$ cat src/hdl/irb_defines.svh
// Register offsets, field positions, reset values and state counts.
`ifndef IRB_DEFINES_SVH
`define IRB_DEFINES_SVH

// Register byte offsets on the register bus.
`define IRB_OFS_BRK_CTRL   12'h000
`define IRB_OFS_BRK_ADDR   12'h004
`define IRB_OFS_XFER_EN    12'h008
`define IRB_OFS_POST_SEL   12'h00c
`define IRB_OFS_LEVEL      12'h010
`define IRB_OFS_CPU_PEND   12'h014
`define IRB_OFS_XFER_PEND  12'h018
`define IRB_OFS_LATENCY    12'h01c

// Field positions in break_control_register.
`define IRB_BIT_BRK_EN     0
`define IRB_BIT_BRK_FLAG   1
`define IRB_BIT_ADV_MODE   8

// Reset values.
`define IRB_RST_BRK_ADDR   23'h000000
`define IRB_RST_XFER_EN    8'h00
`define IRB_RST_POST_SEL   8'h00
`define IRB_RST_LEVEL      9'h000

// Exception entry costs, all in states of mclk.
`define IRB_PRIO_EXT_ST    3
`define IRB_PRIO_INT_ST    2
`define IRB_FETCH_ST       1
`define IRB_INSN_MAX_BASE  19
`define IRB_STACK_ST       2
`define IRB_VEC_NORMAL_ST  1
`define IRB_VEC_ADV_ST     2
`define IRB_PROC_ST        1

`endif

$ cat src/hdl/irb_pkg.sv
// Types shared by the interrupt routing and address break block.
package irb_pkg;

    // Exception entry sequencer, one-hot.
    typedef enum logic [9:0] {
        IRB_IDLE    = 10'h001,
        IRB_PRIO    = 10'h002,
        IRB_WAIT    = 10'h004,
        IRB_FETCH1  = 10'h008,
        IRB_PROC1   = 10'h010,
        IRB_STACK   = 10'h020,
        IRB_VECTOR  = 10'h040,
        IRB_PROC2   = 10'h080,
        IRB_FETCH2  = 10'h100,
        IRB_START   = 10'h200
    } irb_entry_e;

    typedef logic [8:0] irb_src_t;

endpackage

$ cat src/hdl/irb_top.sv
// Interrupt routing, exception entry timing and address break comparator.
`timescale 1ns/1ns
`include "irb_defines.svh"

module irb_top
    import irb_pkg::*;
(
    // Clock and reset.
    input  wire logic        mclk,
    input  wire logic        reset_n,
    // APB slave.
    input  wire logic        psel,
    input  wire logic        penable,
    input  wire logic        pwrite,
    input  wire logic [11:0] paddr,
    input  wire logic [31:0] pwdata,
    output logic [31:0]      prdata,
    output logic             pready,
    output logic             pslverr,
    // Interrupt sources: two external pins, six internal levels.
    input  wire logic [1:0]  ext_irq_pin,
    input  wire logic [5:0]  int_src,
    // CPU mask bits and instruction progress.
    input  wire logic        mask_i,
    input  wire logic        upper_level_mask,
    input  wire logic        insn_done,
    input  wire logic        prefetch_strobe,
    input  wire logic [23:0] prefetch_addr,
    // Exception entry towards the CPU.
    output logic             cpu_irq_req,
    output logic [3:0]       cpu_vector,
    output logic [9:0]       entry_phase,
    output logic             handler_start,
    // Transfer engine handshake.
    output logic             xfer_req,
    output logic [2:0]       xfer_src,
    input  wire logic        xfer_done,
    input  wire logic        xfer_cnt_zero
);

    // Index of the break source in the CPU pending vector.
    localparam logic [3:0] BRK_IDX = 4'h8;

    //------------------------------------------------------------
    // Registers
    //------------------------------------------------------------
    logic        brk_en_ff;
    logic        brk_flag_ff;
    logic        adv_mode_ff;
    logic [23:1] brk_addr_ff;
    logic [7:0]  xfer_en_ff;
    logic [7:0]  post_sel_ff;
    irb_src_t    level_ff;
    logic [7:0]  cpu_pend_ff;
    logic [7:0]  xfer_pend_ff;
    logic [7:0]  src_prev_ff;
    logic [1:0]  ext_s1_ff;
    logic [1:0]  ext_s2_ff;
    logic        xfer_busy_ff;
    logic [2:0]  xfer_src_ff;
    irb_entry_e  state_ff;
    irb_entry_e  nxt_state;
    logic [4:0]  st_cnt_ff;
    logic [4:0]  nxt_st_cnt;
    logic [3:0]  vec_ff;
    logic [5:0]  lat_cnt_ff;
    logic [5:0]  lat_last_ff;
    logic [31:0] prdata_ff;

    logic [7:0]  src_lvl;
    logic [7:0]  src_rise;
    logic        wr_en;
    logic        rd_setup;
    logic        addr_ok;
    logic        brk_hit;
    logic        brk_req;
    irb_src_t    cpu_cand;
    logic        cpu_any;
    logic [3:0]  cpu_win;
    logic        xfer_any;
    logic [2:0]  xfer_win;
    logic        accept;
    logic        xfer_fin;
    logic [7:0]  fin_mask;
    logic [7:0]  take_mask;
    logic [7:0]  dec_post;

    //------------------------------------------------------------
    // Bus decode
    //------------------------------------------------------------

    // Every register answers at once, so pready never stalls.
    always_comb
    begin
        unique case (paddr)
            `IRB_OFS_BRK_CTRL,
            `IRB_OFS_BRK_ADDR,
            `IRB_OFS_XFER_EN,
            `IRB_OFS_POST_SEL,
            `IRB_OFS_LEVEL,
            `IRB_OFS_CPU_PEND,
            `IRB_OFS_XFER_PEND,
            `IRB_OFS_LATENCY: addr_ok = 1'b1;
            default:          addr_ok = 1'b0;
        endcase
    end

    assign pready   = 1'b1;
    assign pslverr  = psel & penable & ~addr_ok;
    assign wr_en    = psel & penable & pwrite & addr_ok;
    assign rd_setup = psel & ~penable & ~pwrite;
    assign prdata   = prdata_ff;

    // Read data is captured in the setup cycle so it leaves a flop.
    always_ff @(posedge mclk or negedge reset_n)
    begin
        if (!reset_n)
            prdata_ff <= 32'h00000000;
        else if (rd_setup)
        begin
            prdata_ff <= 32'h00000000;
            unique case (paddr)
                `IRB_OFS_BRK_CTRL:
                begin
                    prdata_ff[`IRB_BIT_BRK_EN]   <= brk_en_ff;
                    prdata_ff[`IRB_BIT_BRK_FLAG] <= brk_flag_ff;
                    prdata_ff[`IRB_BIT_ADV_MODE] <= adv_mode_ff;
                end
                `IRB_OFS_BRK_ADDR:  prdata_ff[23:1] <= brk_addr_ff;
                `IRB_OFS_XFER_EN:   prdata_ff[7:0]  <= xfer_en_ff;
                `IRB_OFS_POST_SEL:  prdata_ff[7:0]  <= post_sel_ff;
                `IRB_OFS_LEVEL:     prdata_ff[8:0]  <= level_ff;
                `IRB_OFS_CPU_PEND:  prdata_ff[8:0]  <= cpu_cand;
                `IRB_OFS_XFER_PEND:
                begin
                    prdata_ff[7:0]  <= xfer_pend_ff;
                    prdata_ff[8]    <= xfer_busy_ff;
                    prdata_ff[11:9] <= xfer_src_ff;
                end
                `IRB_OFS_LATENCY:   prdata_ff[5:0]  <= lat_last_ff;
                default:            prdata_ff       <= 32'h00000000;
            endcase
        end
    end

    //------------------------------------------------------------
    // Address break
    //------------------------------------------------------------

    // Bit zero never takes part; normal mode drops the top byte too.
    always_comb
    begin
        if (adv_mode_ff)
            brk_hit = prefetch_addr[23:1] == brk_addr_ff;
        else
            brk_hit = prefetch_addr[15:1] == brk_addr_ff[15:1];
    end

    // Any prefetch counts, including one caused by a branch just before.
    assign brk_req = brk_flag_ff & brk_en_ff;

    // Match flag: set wins over a software clear in the same cycle.
    always_ff @(posedge mclk or negedge reset_n)
    begin
        if (!reset_n)
            brk_flag_ff <= 1'b0;
        else if (brk_en_ff & prefetch_strobe & brk_hit)
            brk_flag_ff <= 1'b1;
        else if (wr_en && paddr == `IRB_OFS_BRK_CTRL &&
                 !pwdata[`IRB_BIT_BRK_FLAG])
            brk_flag_ff <= 1'b0;
    end

    // Break control and address registers.
    always_ff @(posedge mclk or negedge reset_n)
    begin
        if (!reset_n)
        begin
            brk_en_ff   <= 1'b0;
            adv_mode_ff <= 1'b0;
            brk_addr_ff <= `IRB_RST_BRK_ADDR;
        end
        else if (wr_en)
        begin
            if (paddr == `IRB_OFS_BRK_CTRL)
            begin
                brk_en_ff   <= pwdata[`IRB_BIT_BRK_EN];
                adv_mode_ff <= pwdata[`IRB_BIT_ADV_MODE];
            end
            if (paddr == `IRB_OFS_BRK_ADDR)
                brk_addr_ff <= pwdata[23:1];
        end
    end

    // Level and post-transfer select registers.
    always_ff @(posedge mclk or negedge reset_n)
    begin
        if (!reset_n)
        begin
            level_ff    <= `IRB_RST_LEVEL;
            post_sel_ff <= `IRB_RST_POST_SEL;
        end
        else if (wr_en)
        begin
            if (paddr == `IRB_OFS_LEVEL)
                level_ff <= pwdata[8:0];
            if (paddr == `IRB_OFS_POST_SEL)
                post_sel_ff <= pwdata[7:0];
        end
    end

    //------------------------------------------------------------
    // Source capture and routing
    //------------------------------------------------------------

    // External pins cross into mclk through two flops.
    always_ff @(posedge mclk or negedge reset_n)
    begin
        if (!reset_n)
        begin
            ext_s1_ff   <= 2'b00;
            ext_s2_ff   <= 2'b00;
            src_prev_ff <= 8'h00;
        end
        else
        begin
            ext_s1_ff   <= ext_irq_pin;
            ext_s2_ff   <= ext_s1_ff;
            src_prev_ff <= src_lvl;
        end
    end

    assign src_lvl  = {int_src, ext_s2_ff};
    assign src_rise = src_lvl & ~src_prev_ff;

    // Finished transfer, and the sources it hands to the CPU.
    assign xfer_fin = xfer_busy_ff & xfer_done;
    assign dec_post = 8'h01 << xfer_src_ff;
    always_comb
    begin
        fin_mask = 8'h00;
        if (xfer_fin && (xfer_cnt_zero || post_sel_ff[xfer_src_ff]))
            fin_mask = dec_post;
    end

    // Transfer enable: a finishing transfer clears over a software write.
    always_ff @(posedge mclk or negedge reset_n)
    begin
        if (!reset_n)
            xfer_en_ff <= `IRB_RST_XFER_EN;
        else if (wr_en && paddr == `IRB_OFS_XFER_EN)
            xfer_en_ff <= pwdata[7:0] & ~fin_mask;
        else
            xfer_en_ff <= xfer_en_ff & ~fin_mask;
    end

    // A rising source goes to the engine or the CPU, per enable bit.
    // Both-way routing reaches the CPU only after the transfer ends.
    always_ff @(posedge mclk or negedge reset_n)
    begin
        if (!reset_n)
            xfer_pend_ff <= 8'h00;
        else
            xfer_pend_ff <= (xfer_pend_ff & ~take_mask)
                            | (src_rise & xfer_en_ff);
    end

    // CPU pending bits are cleared when the CPU accepts them.
    always_ff @(posedge mclk or negedge reset_n)
    begin
        if (!reset_n)
            cpu_pend_ff <= 8'h00;
        else
        begin
            for (int i = 0; i < 8; i++)
            begin
                if ((src_rise[i] & ~xfer_en_ff[i]) | fin_mask[i])
                    cpu_pend_ff[i] <= 1'b1;
                else if (accept && vec_ff == 4'(i))
                    cpu_pend_ff[i] <= 1'b0;
            end
        end
    end

    //------------------------------------------------------------
    // Transfer engine arbitration
    //------------------------------------------------------------

    // Fixed default order, lowest index first; masks are not looked at.
    always_comb
    begin
        xfer_any = |xfer_pend_ff;
        xfer_win = 3'h0;
        for (int i = 7; i >= 0; i--)
        begin
            if (xfer_pend_ff[i])
                xfer_win = 3'(i);
        end
    end

    assign take_mask = (~xfer_busy_ff & xfer_any) ? (8'h01 << xfer_win)
                                                   : 8'h00;

    // One transfer at a time; the request holds until done.
    always_ff @(posedge mclk or negedge reset_n)
    begin
        if (!reset_n)
        begin
            xfer_busy_ff <= 1'b0;
            xfer_src_ff  <= 3'h0;
        end
        else if (!xfer_busy_ff && xfer_any)
        begin
            xfer_busy_ff <= 1'b1;
            xfer_src_ff  <= xfer_win;
        end
        else if (xfer_fin)
            xfer_busy_ff <= 1'b0;
    end

    assign xfer_req = xfer_busy_ff;
    assign xfer_src = xfer_src_ff;

    //------------------------------------------------------------
    // CPU candidate selection
    //------------------------------------------------------------

    // Masked sources are held pending; the break bypasses both masks.
    always_comb
    begin
        for (int i = 0; i < 8; i++)
            cpu_cand[i] = cpu_pend_ff[i] &
                          (~mask_i | (level_ff[i] & ~upper_level_mask));
        cpu_cand[8] = brk_req;
    end

    // Level one wins first, then default order by index.
    always_comb
    begin
        cpu_any = |cpu_cand;
        cpu_win = 4'h0;
        for (int i = 8; i >= 0; i--)
        begin
            if (cpu_cand[i] && !level_ff[i])
                cpu_win = 4'(i);
        end
        for (int i = 8; i >= 0; i--)
        begin
            if (cpu_cand[i] && level_ff[i])
                cpu_win = 4'(i);
        end
    end

    //------------------------------------------------------------
    // Exception entry sequencer
    //------------------------------------------------------------

    // Acceptance happens when the instruction in flight has ended or the wait count runs out.
    assign accept = state_ff == IRB_WAIT &&
                    (insn_done || st_cnt_ff == 5'd1);

    // The state counter holds the states left in the current phase.
    always_comb
    begin
        nxt_state  = state_ff;
        nxt_st_cnt = st_cnt_ff - 5'd1;
        unique case (state_ff)
            IRB_IDLE:
            begin
                nxt_st_cnt = st_cnt_ff;
                if (cpu_any)
                begin
                    nxt_state  = IRB_PRIO;
                    nxt_st_cnt = (cpu_win < 4'h2)
                        ? 5'(`IRB_PRIO_EXT_ST)
                        : 5'(`IRB_PRIO_INT_ST);
                end
            end
            IRB_PRIO:
                if (st_cnt_ff == 5'd1)
                begin
                    nxt_state  = IRB_WAIT;
                    nxt_st_cnt = 5'(`IRB_INSN_MAX_BASE
                                    + 2 * `IRB_FETCH_ST);
                end
            IRB_WAIT:
                if (accept)
                begin
                    nxt_state  = IRB_FETCH1;
                    nxt_st_cnt = 5'(`IRB_FETCH_ST);
                end
            IRB_FETCH1:
                if (st_cnt_ff == 5'd1)
                begin
                    nxt_state  = IRB_PROC1;
                    nxt_st_cnt = 5'(`IRB_PROC_ST);
                end
            IRB_PROC1:
                if (st_cnt_ff == 5'd1)
                begin
                    nxt_state  = IRB_STACK;
                    nxt_st_cnt = 5'(`IRB_STACK_ST);
                end
            IRB_STACK:
                if (st_cnt_ff == 5'd1)
                begin
                    nxt_state  = IRB_VECTOR;
                    nxt_st_cnt = adv_mode_ff
                        ? 5'(`IRB_VEC_ADV_ST)
                        : 5'(`IRB_VEC_NORMAL_ST);
                end
            IRB_VECTOR:
                if (st_cnt_ff == 5'd1)
                begin
                    nxt_state  = IRB_PROC2;
                    nxt_st_cnt = 5'(`IRB_PROC_ST);
                end
            IRB_PROC2:
                if (st_cnt_ff == 5'd1)
                begin
                    nxt_state  = IRB_FETCH2;
                    nxt_st_cnt = 5'(`IRB_FETCH_ST);
                end
            IRB_FETCH2:
                if (st_cnt_ff == 5'd1)
                begin
                    nxt_state  = IRB_START;
                    nxt_st_cnt = 5'd0;
                end
            IRB_START:
            begin
                nxt_state  = IRB_IDLE;
                nxt_st_cnt = 5'd0;
            end
            default:
            begin
                nxt_state  = IRB_IDLE;
                nxt_st_cnt = 5'd0;
            end
        endcase
    end

    // Sequencer state and phase counter.
    always_ff @(posedge mclk or negedge reset_n)
    begin
        if (!reset_n)
        begin
            state_ff  <= IRB_IDLE;
            st_cnt_ff <= 5'd0;
        end
        else
        begin
            state_ff  <= nxt_state;
            st_cnt_ff <= nxt_st_cnt;
        end
    end

    // The winner is frozen at the start of priority determination.
    always_ff @(posedge mclk or negedge reset_n)
    begin
        if (!reset_n)
            vec_ff <= 4'h0;
        else if (state_ff == IRB_IDLE && cpu_any)
            vec_ff <= cpu_win;
    end

    // Response time, from request taken to handler start, in states.
    always_ff @(posedge mclk or negedge reset_n)
    begin
        if (!reset_n)
        begin
            lat_cnt_ff  <= 6'd0;
            lat_last_ff <= 6'd0;
        end
        else if (state_ff == IRB_IDLE)
            lat_cnt_ff <= 6'd0;
        else if (state_ff == IRB_START)
            lat_last_ff <= lat_cnt_ff;
        else
            lat_cnt_ff <= lat_cnt_ff + 6'd1;
    end

    // Request stays up from priority determination until acceptance.
    assign cpu_irq_req   = state_ff == IRB_PRIO || state_ff == IRB_WAIT;
    assign cpu_vector    = vec_ff;
    assign entry_phase   = state_ff;
    assign handler_start = state_ff == IRB_START;

endmodule

$ cat config.mk
export PLATFORM = sky130hd
export DESIGN_NAME = irb_top
export DESIGN_NICKNAME = d
export VERILOG_FILES = /design/src/hdl/irb_pkg.sv /design/src/hdl/irb_top.sv
export VERILOG_INCLUDE_DIRS = /design/src /design/src/hdl
export SDC_FILE = /design/constraint.sdc
export NUM_CORES = 1
export LEC_CHECK = 0
export BUFFER_PORTS_ARGS = -buffer_cell sky130_fd_sc_hd__buf_2
export CAP_MARGIN = 20
export CORE_ASPECT_RATIO = 1.1
export CORE_MARGIN = 10
export CORE_UTILIZATION = 52
export DETAILED_ROUTE_END_ITERATION = 8
export MAX_ROUTING_LAYER = met4
export PLACE_DENSITY = 0.75
export SYNTH_ARGS = -nofsm -noshare
export SYNTH_HDL_FRONTEND = slang
export SYNTH_SLANG_ARGS = --single-unit
$ cat constraint.sdc
create_clock -name mclk -period 2.94 [get_ports mclk]
set_input_delay 0 -clock mclk [delete_from_list [all_inputs] [get_ports mclk]]
set_output_delay 0 -clock mclk [all_outputs]
set_load 0.02 [all_outputs]
==> reports/metrics.csv, run 1 <==
metric,value,unit
status,finished clean,
cp.required,3240,ps
cts.path.max_buffers,2,
fmax,369,MHz
cts_setup_buffers,0,
setup_viol,0,
synthCells,741,
n_fill_cell,1075,
p_leak,0.00428,uW
total_power,5230,uW
grt_pass1_vias,6654,
min_path_type,primary input to flip-flop,
r2r_cells,6,
worstHoldEndpoint,prdata[6],
yosysWarningCount,0,
portBuffers,122,
stdcell_count,1102,
pre_cts_slack,262,ps
die_area,19300,um^2
reg2reg_from,entry_phase[4],
finalSetupTns,0,ps
cts_tree,yes,
routed_wl,22000,um
clk_pin_slew_worst_paths,60,ps
layout.nets,990,
path_max_fanout,10,
gp_congestion,0.921,
dp_cells,1033,
antenna_found_initial,2,
synth-edff-count,0,
ant_nets,0,
fin_crit_sh,0.921,
rsz0062_at_grt,no,
die_w,133,um
ctsHtreeMaxLevel,4,
syn_area_per_cell,9.90,um^2
syn_area,7340,um^2
dr.pass1.iters,7,
clock_sinks,138,
finClkSkew,7.51,ps
criticalPathCategory,flip-flop to flip-flop,
maxSlewHeadroom,0.435,
area_delta_synth_final,24.2,%
hpwl,16300,um
drive_gt1_frac,0.259,
grt_pass1_wl,35000,um
chipHeight,145,um
drt-initial-drc-count,563,
drv_cap,0,
fin_ws,231,ps
min_path_cells,5,
cp-start-kind,flip-flop,
cts_buffers,17,
grt_max_degree,94,
rrSetupSlack,230,ps
dr_total_vias,6536,
finalMaxSlewViolations,0,
power.density,574,nW/um^2
vdd_drop_max,401,uV
drc_errors,0,
ys_ff_latch,138,
synth_ff_type,dfrtp_1,
synth_seq_area_share,0.471,
clk_latency,420,ps
arrival,3010,ps
finalHoldViolCount,0,
start_util,0.532,
min_from,paddr[10],
synth.distinct_cells,76,
grt_usage,0.232,
r2r_end,entry_phase[6],
via_per_inst,5.93,
layout_min_cycle_time,2710,ps
clockRootBuffer,clkbuf_16,
grt_overflow_total,0,
async_flop_share,1.00,
routedWlPerCell,19.9,um
io_pins,141,
end_kind,flip-flop,
coreArea,13800,um^2
worstMarginPinSlew,840,ps
utilization,0.661,
rows,45,
[metal layers]
layer	vias to the layer above	share of wire	global-route usage
met2	298	0.48	0.373
met5	-	0	-
met3	44	0.079	0.0569
li1	3010	-	-
met4	0	0.027	0.0986
met1	3184	0.42	0.275
[through the flow]
step	hold WS [ps]	instance area (um^2)
after detailed placement	110	8170
after floorplan	-296	7360
after global placement	108	8170
after CTS	18.6	9110
after global routing	66.5	9110
final	30.7	9110
[timing repair]
| item | CTS | global route |
|---|---|---|
| endpoints found under the hold margin | 161 | 0 |
| hold buffers | 36 | 0 |
| resized for setup | 0 | 0 |
[cell type report]
class / count / area (um^2) / area share
clock buffers: 22 / 484 / 0.0531
flip-flops and latches: 138 / 3450 / 0.379
inverters: 28 / 105 / 0.0115
well taps: 188 / 235 / 0.0258
clock inverters: 9 / 90.1 / 0.00989
multi-input cells: 538 / 3590 / 0.394
diodes: 2 / 5.00 / 0.000549
repair buffers: 177 / 1140 / 0.126
[where the power goes]
| group | total (uW) | leakage, uW | switching [uW] | internal (uW) |
|---|---|---|---|---|
| sequential | 2170 | 0.00184 | 169 | 2000 |
| combinational | 1010 | 0.00218 | 609 | 404 |
| clock | 2050 | 0.000267 | 798 | 1250 |
| total | 5230 | 0.00428 | 1580 | 3650 |
[how the worst max path moves through the flow]
| stage | from | end | slack (ps) | cells after the start |
|---|---|---|---|---|
| floorplan | entry_phase[4] | entry_phase[6] | 250 | 8 |
| finish | entry_phase[4] | entry_phase[6] | 230 | 6 |
| global route | entry_phase[4] | entry_phase[6] | 130 | 6 |
| detailed placement | entry_phase[4] | entry_phase[6] | 260 | 6 |
| CTS | entry_phase[4] | entry_phase[6] | 250 | 6 |
| global placement | entry_phase[4] | entry_phase[6] | 300 | 6 |
[cell usage in the layout, fill, tap and decap left out, drive strengths merged, types with 7 or more instances in the layout]
| cell | Yosys | routed |
|---|---|---|
| nor4 | 13 | 13 |
| nand2 | 94 | 94 |
| a31oi | 9 | 9 |
| dfrtp | 137 | 137 |
| nor2 | 36 | 36 |
| nor2b | 14 | 14 |
| xnor2 | 14 | 14 |
| nor4b | 7 | 7 |
| mux2 | 49 | 49 |
| nand3b | 7 | 7 |
| a221oi | 7 | 7 |
| o211ai | 7 | 7 |
| nand2b | 11 | 11 |
| mux2i | 13 | 13 |
| clkbuf | 29 | 22 |
| a21oi | 31 | 31 |
| inv | 28 | 29 |
| buf | 15 | 141 |
| dlygate4sd3 | 0 | 36 |
| xor2 | 13 | 13 |
| nand4 | 7 | 7 |
| nor3b | 7 | 7 |
| or3 | 7 | 7 |
| o21ai | 60 | 60 |
| nor3 | 10 | 10 |
| conb | 2 | 9 |
| nand3 | 17 | 17 |
[cells in the mapped netlist, drive strengths merged (4+ instances only)]
cell,n,share of area
nor4b,7,0.0092
and4,4,0.0048
mux2i,13,0.018
a21o,4,0.0041
a21oi,31,0.022
and2,6,0.0055
o31ai,6,0.0061
a31oi,9,0.0077
nand2b,11,0.0094
nand3,17,0.012
o211ai,7,0.0072
mux2,49,0.075
or4,6,0.0067
nor2b,14,0.012
dfrtp,137,0.47
nor4,13,0.012
a32o,6,0.0082
and3,6,0.0051
inv,28,0.014
a211oi,5,0.0051
xor2,13,0.016
nand2,94,0.048
a221oi,7,0.0084
o21ai,60,0.041
clkbuf,29,0.015
mux4,5,0.015
o311ai,5,0.0060
nand3b,7,0.0072
nor3,10,0.0075
xnor2,14,0.017
nor2,36,0.018
nor3b,7,0.0072
nand4,7,0.0060
buf,15,0.015
or3,7,0.0060
[critical path, stage by stage, from the launching register on]
cell,delay [ps]
dfrtp_1,480
or4_4,580
or3_1,390
o31a_1,350
a21oi_2,240
or2_1,210
mux2_1,340
[flip-flops by register name, summed over array words and instances (netlist names), 4 cells and up]
| register | count |
|---|---|
| prdata | 24 |
| cpu_vector | 4 |
| src_prev_ff | 8 |
| brk_addr_ff | 23 |
| cpu_pend_ff | 8 |
| lat_cnt_ff | 6 |
| xfer_en_ff | 8 |
| level_ff | 9 |
| st_cnt_ff | 5 |
| post_sel_ff | 8 |
| xfer_pend_ff | 8 |
| lat_last_ff | 6 |
| entry_phase | 10 |
[logic make-up after synthesis]
logic type | count (synthesis) | synth area share
AND/OR/NAND/NOR | 258 | 0.183
flip-flops | 138 | 0.471
AO/OA/AOI/OAI | 174 | 0.156
adder cells (fa/ha/maj) | 3 | 0.00512
XOR/XNOR | 27 | 0.0322
buffers and inverters | 72 | 0.0438
other | 2 | 0.00102
multiplexers | 67 | 0.108
No activity file was read; power rests on OpenSTA's default activity.
==> inputs of run 2 (changes only) <==
- CORE_UTILIZATION: 52 -> 56
- PLACE_DENSITY: 0.75 -> 0.8
==> reports/metrics.csv, run 2 (synthesis gave the netlist of run 1 again) <==
metric,value,unit
fmax,368,MHz
criticalPathCategory,flip-flop to flip-flop,
clock_sinks,138,
total_power,5230,uW
clk_pin_slew_worst_paths,60,ps
slowest_delay,580,ps
arrival,3030,ps
cpMaxStageDelayCell,or4_4,
antenna_found_initial,1,
pre_cts_slack,269,ps
n_fill_cell,920,
fin_ws,223,ps
final_cell_mix,"dfrtp_1 (137), buf_2 (121), nand2_1 (94), o21ai_0 (54), mux2_2 (47)",
maxSlewHeadroom,0.443,
layout.nets,989,
portBuffers,122,
finalSetupTns,0,ps
die_w,129,um
io_pins,141,
power.density,578,nW/um^2
hpwl,16300,um
ant_nets,0,
cts_hold_buffers,35,
clockRootBuffer,clkbuf_16,
largest_reg_flops,24,
end_kind,flip-flop,
clk_latency,430,ps
p_leak,0.00427,uW
drt-initial-drc-count,574,
area_delta_synth_final,23.4,%
finalMaxSlewViolations,0,
finalHoldViolCount,0,
final_common_cell,dfrtp_1,
coreArea,12700,um^2
routed_wl,22400,um
fin_crit_sh,0.924,
cts.path.max_buffers,2,
worstMarginPinSlew,829,ps
finClkSkew,6.06,ps
setup_viol,0,
grt_max_degree,88,
stdcell_count,1070,
drive_gt1_frac,0.258,
ctsHtreeMaxLevel,4,
gp_congestion,0.944,
path_max_fanout,10,
chipHeight,140,um
grt_usage,0.252,
min_path_type,primary input to flip-flop,
post_cts_resized,0,
grt_overflow_total,0,
drv_cap,0,
cts_tree,yes,
cts_buffers,17,
cp-start-kind,flip-flop,
dp_cells,1002,
rows,43,
vdd_drop_max,541,uV
grt_pass1_vias,6662,
cp.required,3250,ps
cp_cell_sequence,or4_4 -> or3_1 -> o31a_1 -> a21oi_2 -> or2_1 -> mux2_1,
dr_total_vias,6668,
status,finished clean,
rsz0062_at_grt,no,
start_util,0.578,
via_per_inst,6.23,
layout_min_cycle_time,2720,ps
die_area,18100,um^2
cts_setup_buffers,0,
drc_errors,0,
dr.pass1.iters,7,
routedWlPerCell,20.9,um
grt_pass1_wl,35300,um
-- run 2: cell types whose count changed in the layout (fill, tap and decap cells not counted), sizes merged --
cell | previous run | this run
clkbuf | 22 | 23
diode | 2 | 1
dlygate4sd3 | 36 | 35
-- run 2: worst paths after layout --
| path | to | slack, ps | start | cells after the start |
|---|---|---|---|---|
| worst max register to register | entry_phase[6] | 220 | entry_phase[4] | 6 |
| min in group asynchronous | post_sel_ff[5] | 210 | reset_n | 2 |
| worst min-delay path | brk_flag_ff | 8 | prefetch_strobe | 5 |
| worst min register to register | ext_s2_ff[1] | 360 | ext_s1_ff[1] | 0 |
| worst max-delay path | entry_phase[6] | 220 | entry_phase[4] | 6 |
| max in group asynchronous | entry_phase[0] | 1940 | reset_n | 3 |
-- run 2: area by class of cell --
class	count	area (um^2)	area share
Multi-Input combinational cell	538	3590	0.397
Tap cell	157	196	0.0217
Sequential cell	138	3450	0.382
Inverter	28	105	0.0116
Clock buffer	23	478	0.0528
Clock inverter	9	90.1	0.00995
Timing Repair Buffer	176	1130	0.125
Antenna cell	1	2.50	0.000276
-- run 2: metal layers --
layer | wire [um] | track usage | vias up
li1 | - | - | 3017
met1 | 8940 | 0.294 | 3249
met2 | 10900 | 0.399 | 347
met3 | 1940 | 0.0759 | 55
met4 | 660 | 0.0995 | 0
met5 | 0 | - | -
-- run 2: power breakdown --
group	total (uW)	internal, uW	switching, uW	leakage, uW
logic	1010	403	611	0.00217
clock network	2040	1230	809	0.000262
registers	2180	2000	177	0.00184
-- run 2: worst max-delay path: cells and delay by family (launching register included) --
kind               cells  cell delay (ps)
and+or+nand+nor        3             1190
AOI/OAI and AO/OA      2              580
DFF                    1              480
muxes                  1              340
-- run 2: metrics by stage --
stage	utilization	area, um^2	hold WS (ps)
floorplan	-	7360	-296
global placement	0.641	8130	105
detailed placement	0.641	8130	109
CTS	0.713	9050	2.48
global route	0.713	9050	43.5
finish	0.713	9050	7.97
==> inputs of run 3 (changes only) <==
- CAP_MARGIN: 20 -> default
- CORE_ASPECT_RATIO: 1.1 -> 1.2
- CORE_UTILIZATION: 56 -> 51
- PLACE_DENSITY: 0.8 -> 0.76
- clock period: 2.94 -> 2.4 ns (I/O delays scaled with it)
==> reports/metrics.csv, run 3 (synthesis gave the netlist of run 1 again) <==
metric,value,unit
via_per_inst,5.88,
rsz0062_at_grt,no,
stdcell_count,1126,
fmax,430,MHz
criticalPathCategory,flip-flop to flip-flop,
final_common_cell,dfrtp_1,
cts.path.max_buffers,2,
drv_cap,0,
dp_cells,1055,
drc_errors,0,
setup_viol,0,
ant_nets,0,
cp.required,2760,ps
finalMaxSlewViolations,0,
clock_sinks,138,
routedWlPerCell,19.8,um
cpMaxStageDelayCell,or4_4,
final_area,9450,um^2
largest_reg_flops,24,
grt_pass1_wl,35600,um
worstMarginPinSlew,1060,ps
dr_total_vias,6617,
cp_cell_sequence,or4_4 -> or3_1 -> o31a_1 -> and2_4 -> or4_1 -> nand3_1,
grt_max_degree,60,
min_path_type,primary input to flip-flop,
end_kind,flip-flop,
total_power,6730,uW
slowest_delay,550,ps
coreArea,13900,um^2
die_w,129,um
io_pins,141,
hold_slack,34.5,ps
fin_crit_sh,0.970,
n_fill_cell,1103,
ctsHtreeMaxLevel,4,
vdd_drop_max,521,uV
clk_latency,430,ps
power.density,712,nW/um^2
grt_overflow_total,0,
clockRootBuffer,clkbuf_16,
finClkSkew,10.6,ps
cp-start-kind,flip-flop,
layout.nets,1031,
die_area,19600,um^2
drt-initial-drc-count,475,
drive_gt1_frac,0.298,
status,finished clean,
layout_min_cycle_time,2330,ps
area_delta_synth_final,28.8,%
portBuffers,122,
start_util,0.526,
cts_tree,yes,
gp_congestion,0.962,
clk_pin_slew_worst_paths,60,ps
grt_usage,0.237,
cts_buffers,17,
grt_pass1_vias,6667,
arrival,2680,ps
path_max_fanout,4,
maxSlewHeadroom,0.290,
rows,47,
hpwl,16500,um
finalHoldViolCount,0,
utilization,0.678,
final_cell_mix,"dfrtp_1 (136), buf_2 (121), nand2_1 (94), buf_4 (58), o21ai_0 (54)",
chipHeight,151,um
dr.pass1.iters,5,
p_leak,0.00451,uW
place_area,8460,um^2
routed_wl,22300,um
antenna_found_initial,2,
run 3: cell count changes in the layout (fill, tap and decap cells not counted), sizes merged:
cell and change:
buf +41, bufinv +1, clkbuf +2, clkinv -1, clkinvlp -2, diode +1, dlygate4sd3 +1, inv -1
run 3: what timing repair did:
action	in CTS	in global routing
resized for setup	0	5
endpoints found under the setup margin	0	8
buffers inserted	0	2
hold buffers	36	0
endpoints found under the hold margin	129	0
run 3: worst paths after layout:
| check | startpoint | end | slack, ps | cells after the start |
|---|---|---|---|---|
| setup / recovery | entry_phase[0] | st_cnt_ff[4] | 70 | 6 |
| hold / removal | paddr[9] | prdata[6] | 30 | 5 |
| setup reg to reg | entry_phase[0] | st_cnt_ff[4] | 70 | 6 |
| hold reg to reg | ext_s1_ff[1] | ext_s2_ff[1] | 350 | 0 |
| max in group asynchronous | reset_n | xfer_pend_ff[4] | 1560 | 3 |
| min in group asynchronous | reset_n | prdata[9] | 100 | 2 |
run 3: worst max-delay path, delay by kind of cell, from the launching register on:
family	cells	cell delay [ps]
AO/OA/AOI/OAI	1	290
flip-flops	1	370
AND/OR/NAND/NOR	5	1600
run 3: power breakdown:
group / leakage, uW / total, uW / switching (uW) / internal, uW
sequential: 0.00184 / 2600 / 148 / 2450
clock: 0.000276 / 2590 / 960 / 1630
combinational: 0.00239 / 1540 / 858 / 681
run 3: metrics by stage:
stage               worst slack [ps]  setup TNS [ps]
floorplan                       -222           -1490
global placement                45.5               0
detailed placement              31.3               0
CTS                             11.8               0
global route                    8.73               0
finish                          72.3               0
run 3: layout make-up:
| class | instances | area [um^2] | area share |
|---|---|---|---|
| multi-input cells | 538 | 3630 | 0.384 |
| flip-flops and latches | 138 | 3460 | 0.366 |
| repair buffers | 218 | 1450 | 0.154 |
| clock buffers | 25 | 495 | 0.0524 |
| well taps | 171 | 214 | 0.0226 |
| inverters | 28 | 105 | 0.0111 |
| clock inverters | 6 | 87.6 | 0.00927 |
| diodes | 2 | 5.00 | 0.000530 |
run 3: layer usage:
layer,part of all wire,track usage
met1,0.41,0.293
met4,0.028,0.0878
met5,0,-
met2,0.47,0.373
met3,0.084,0.0563
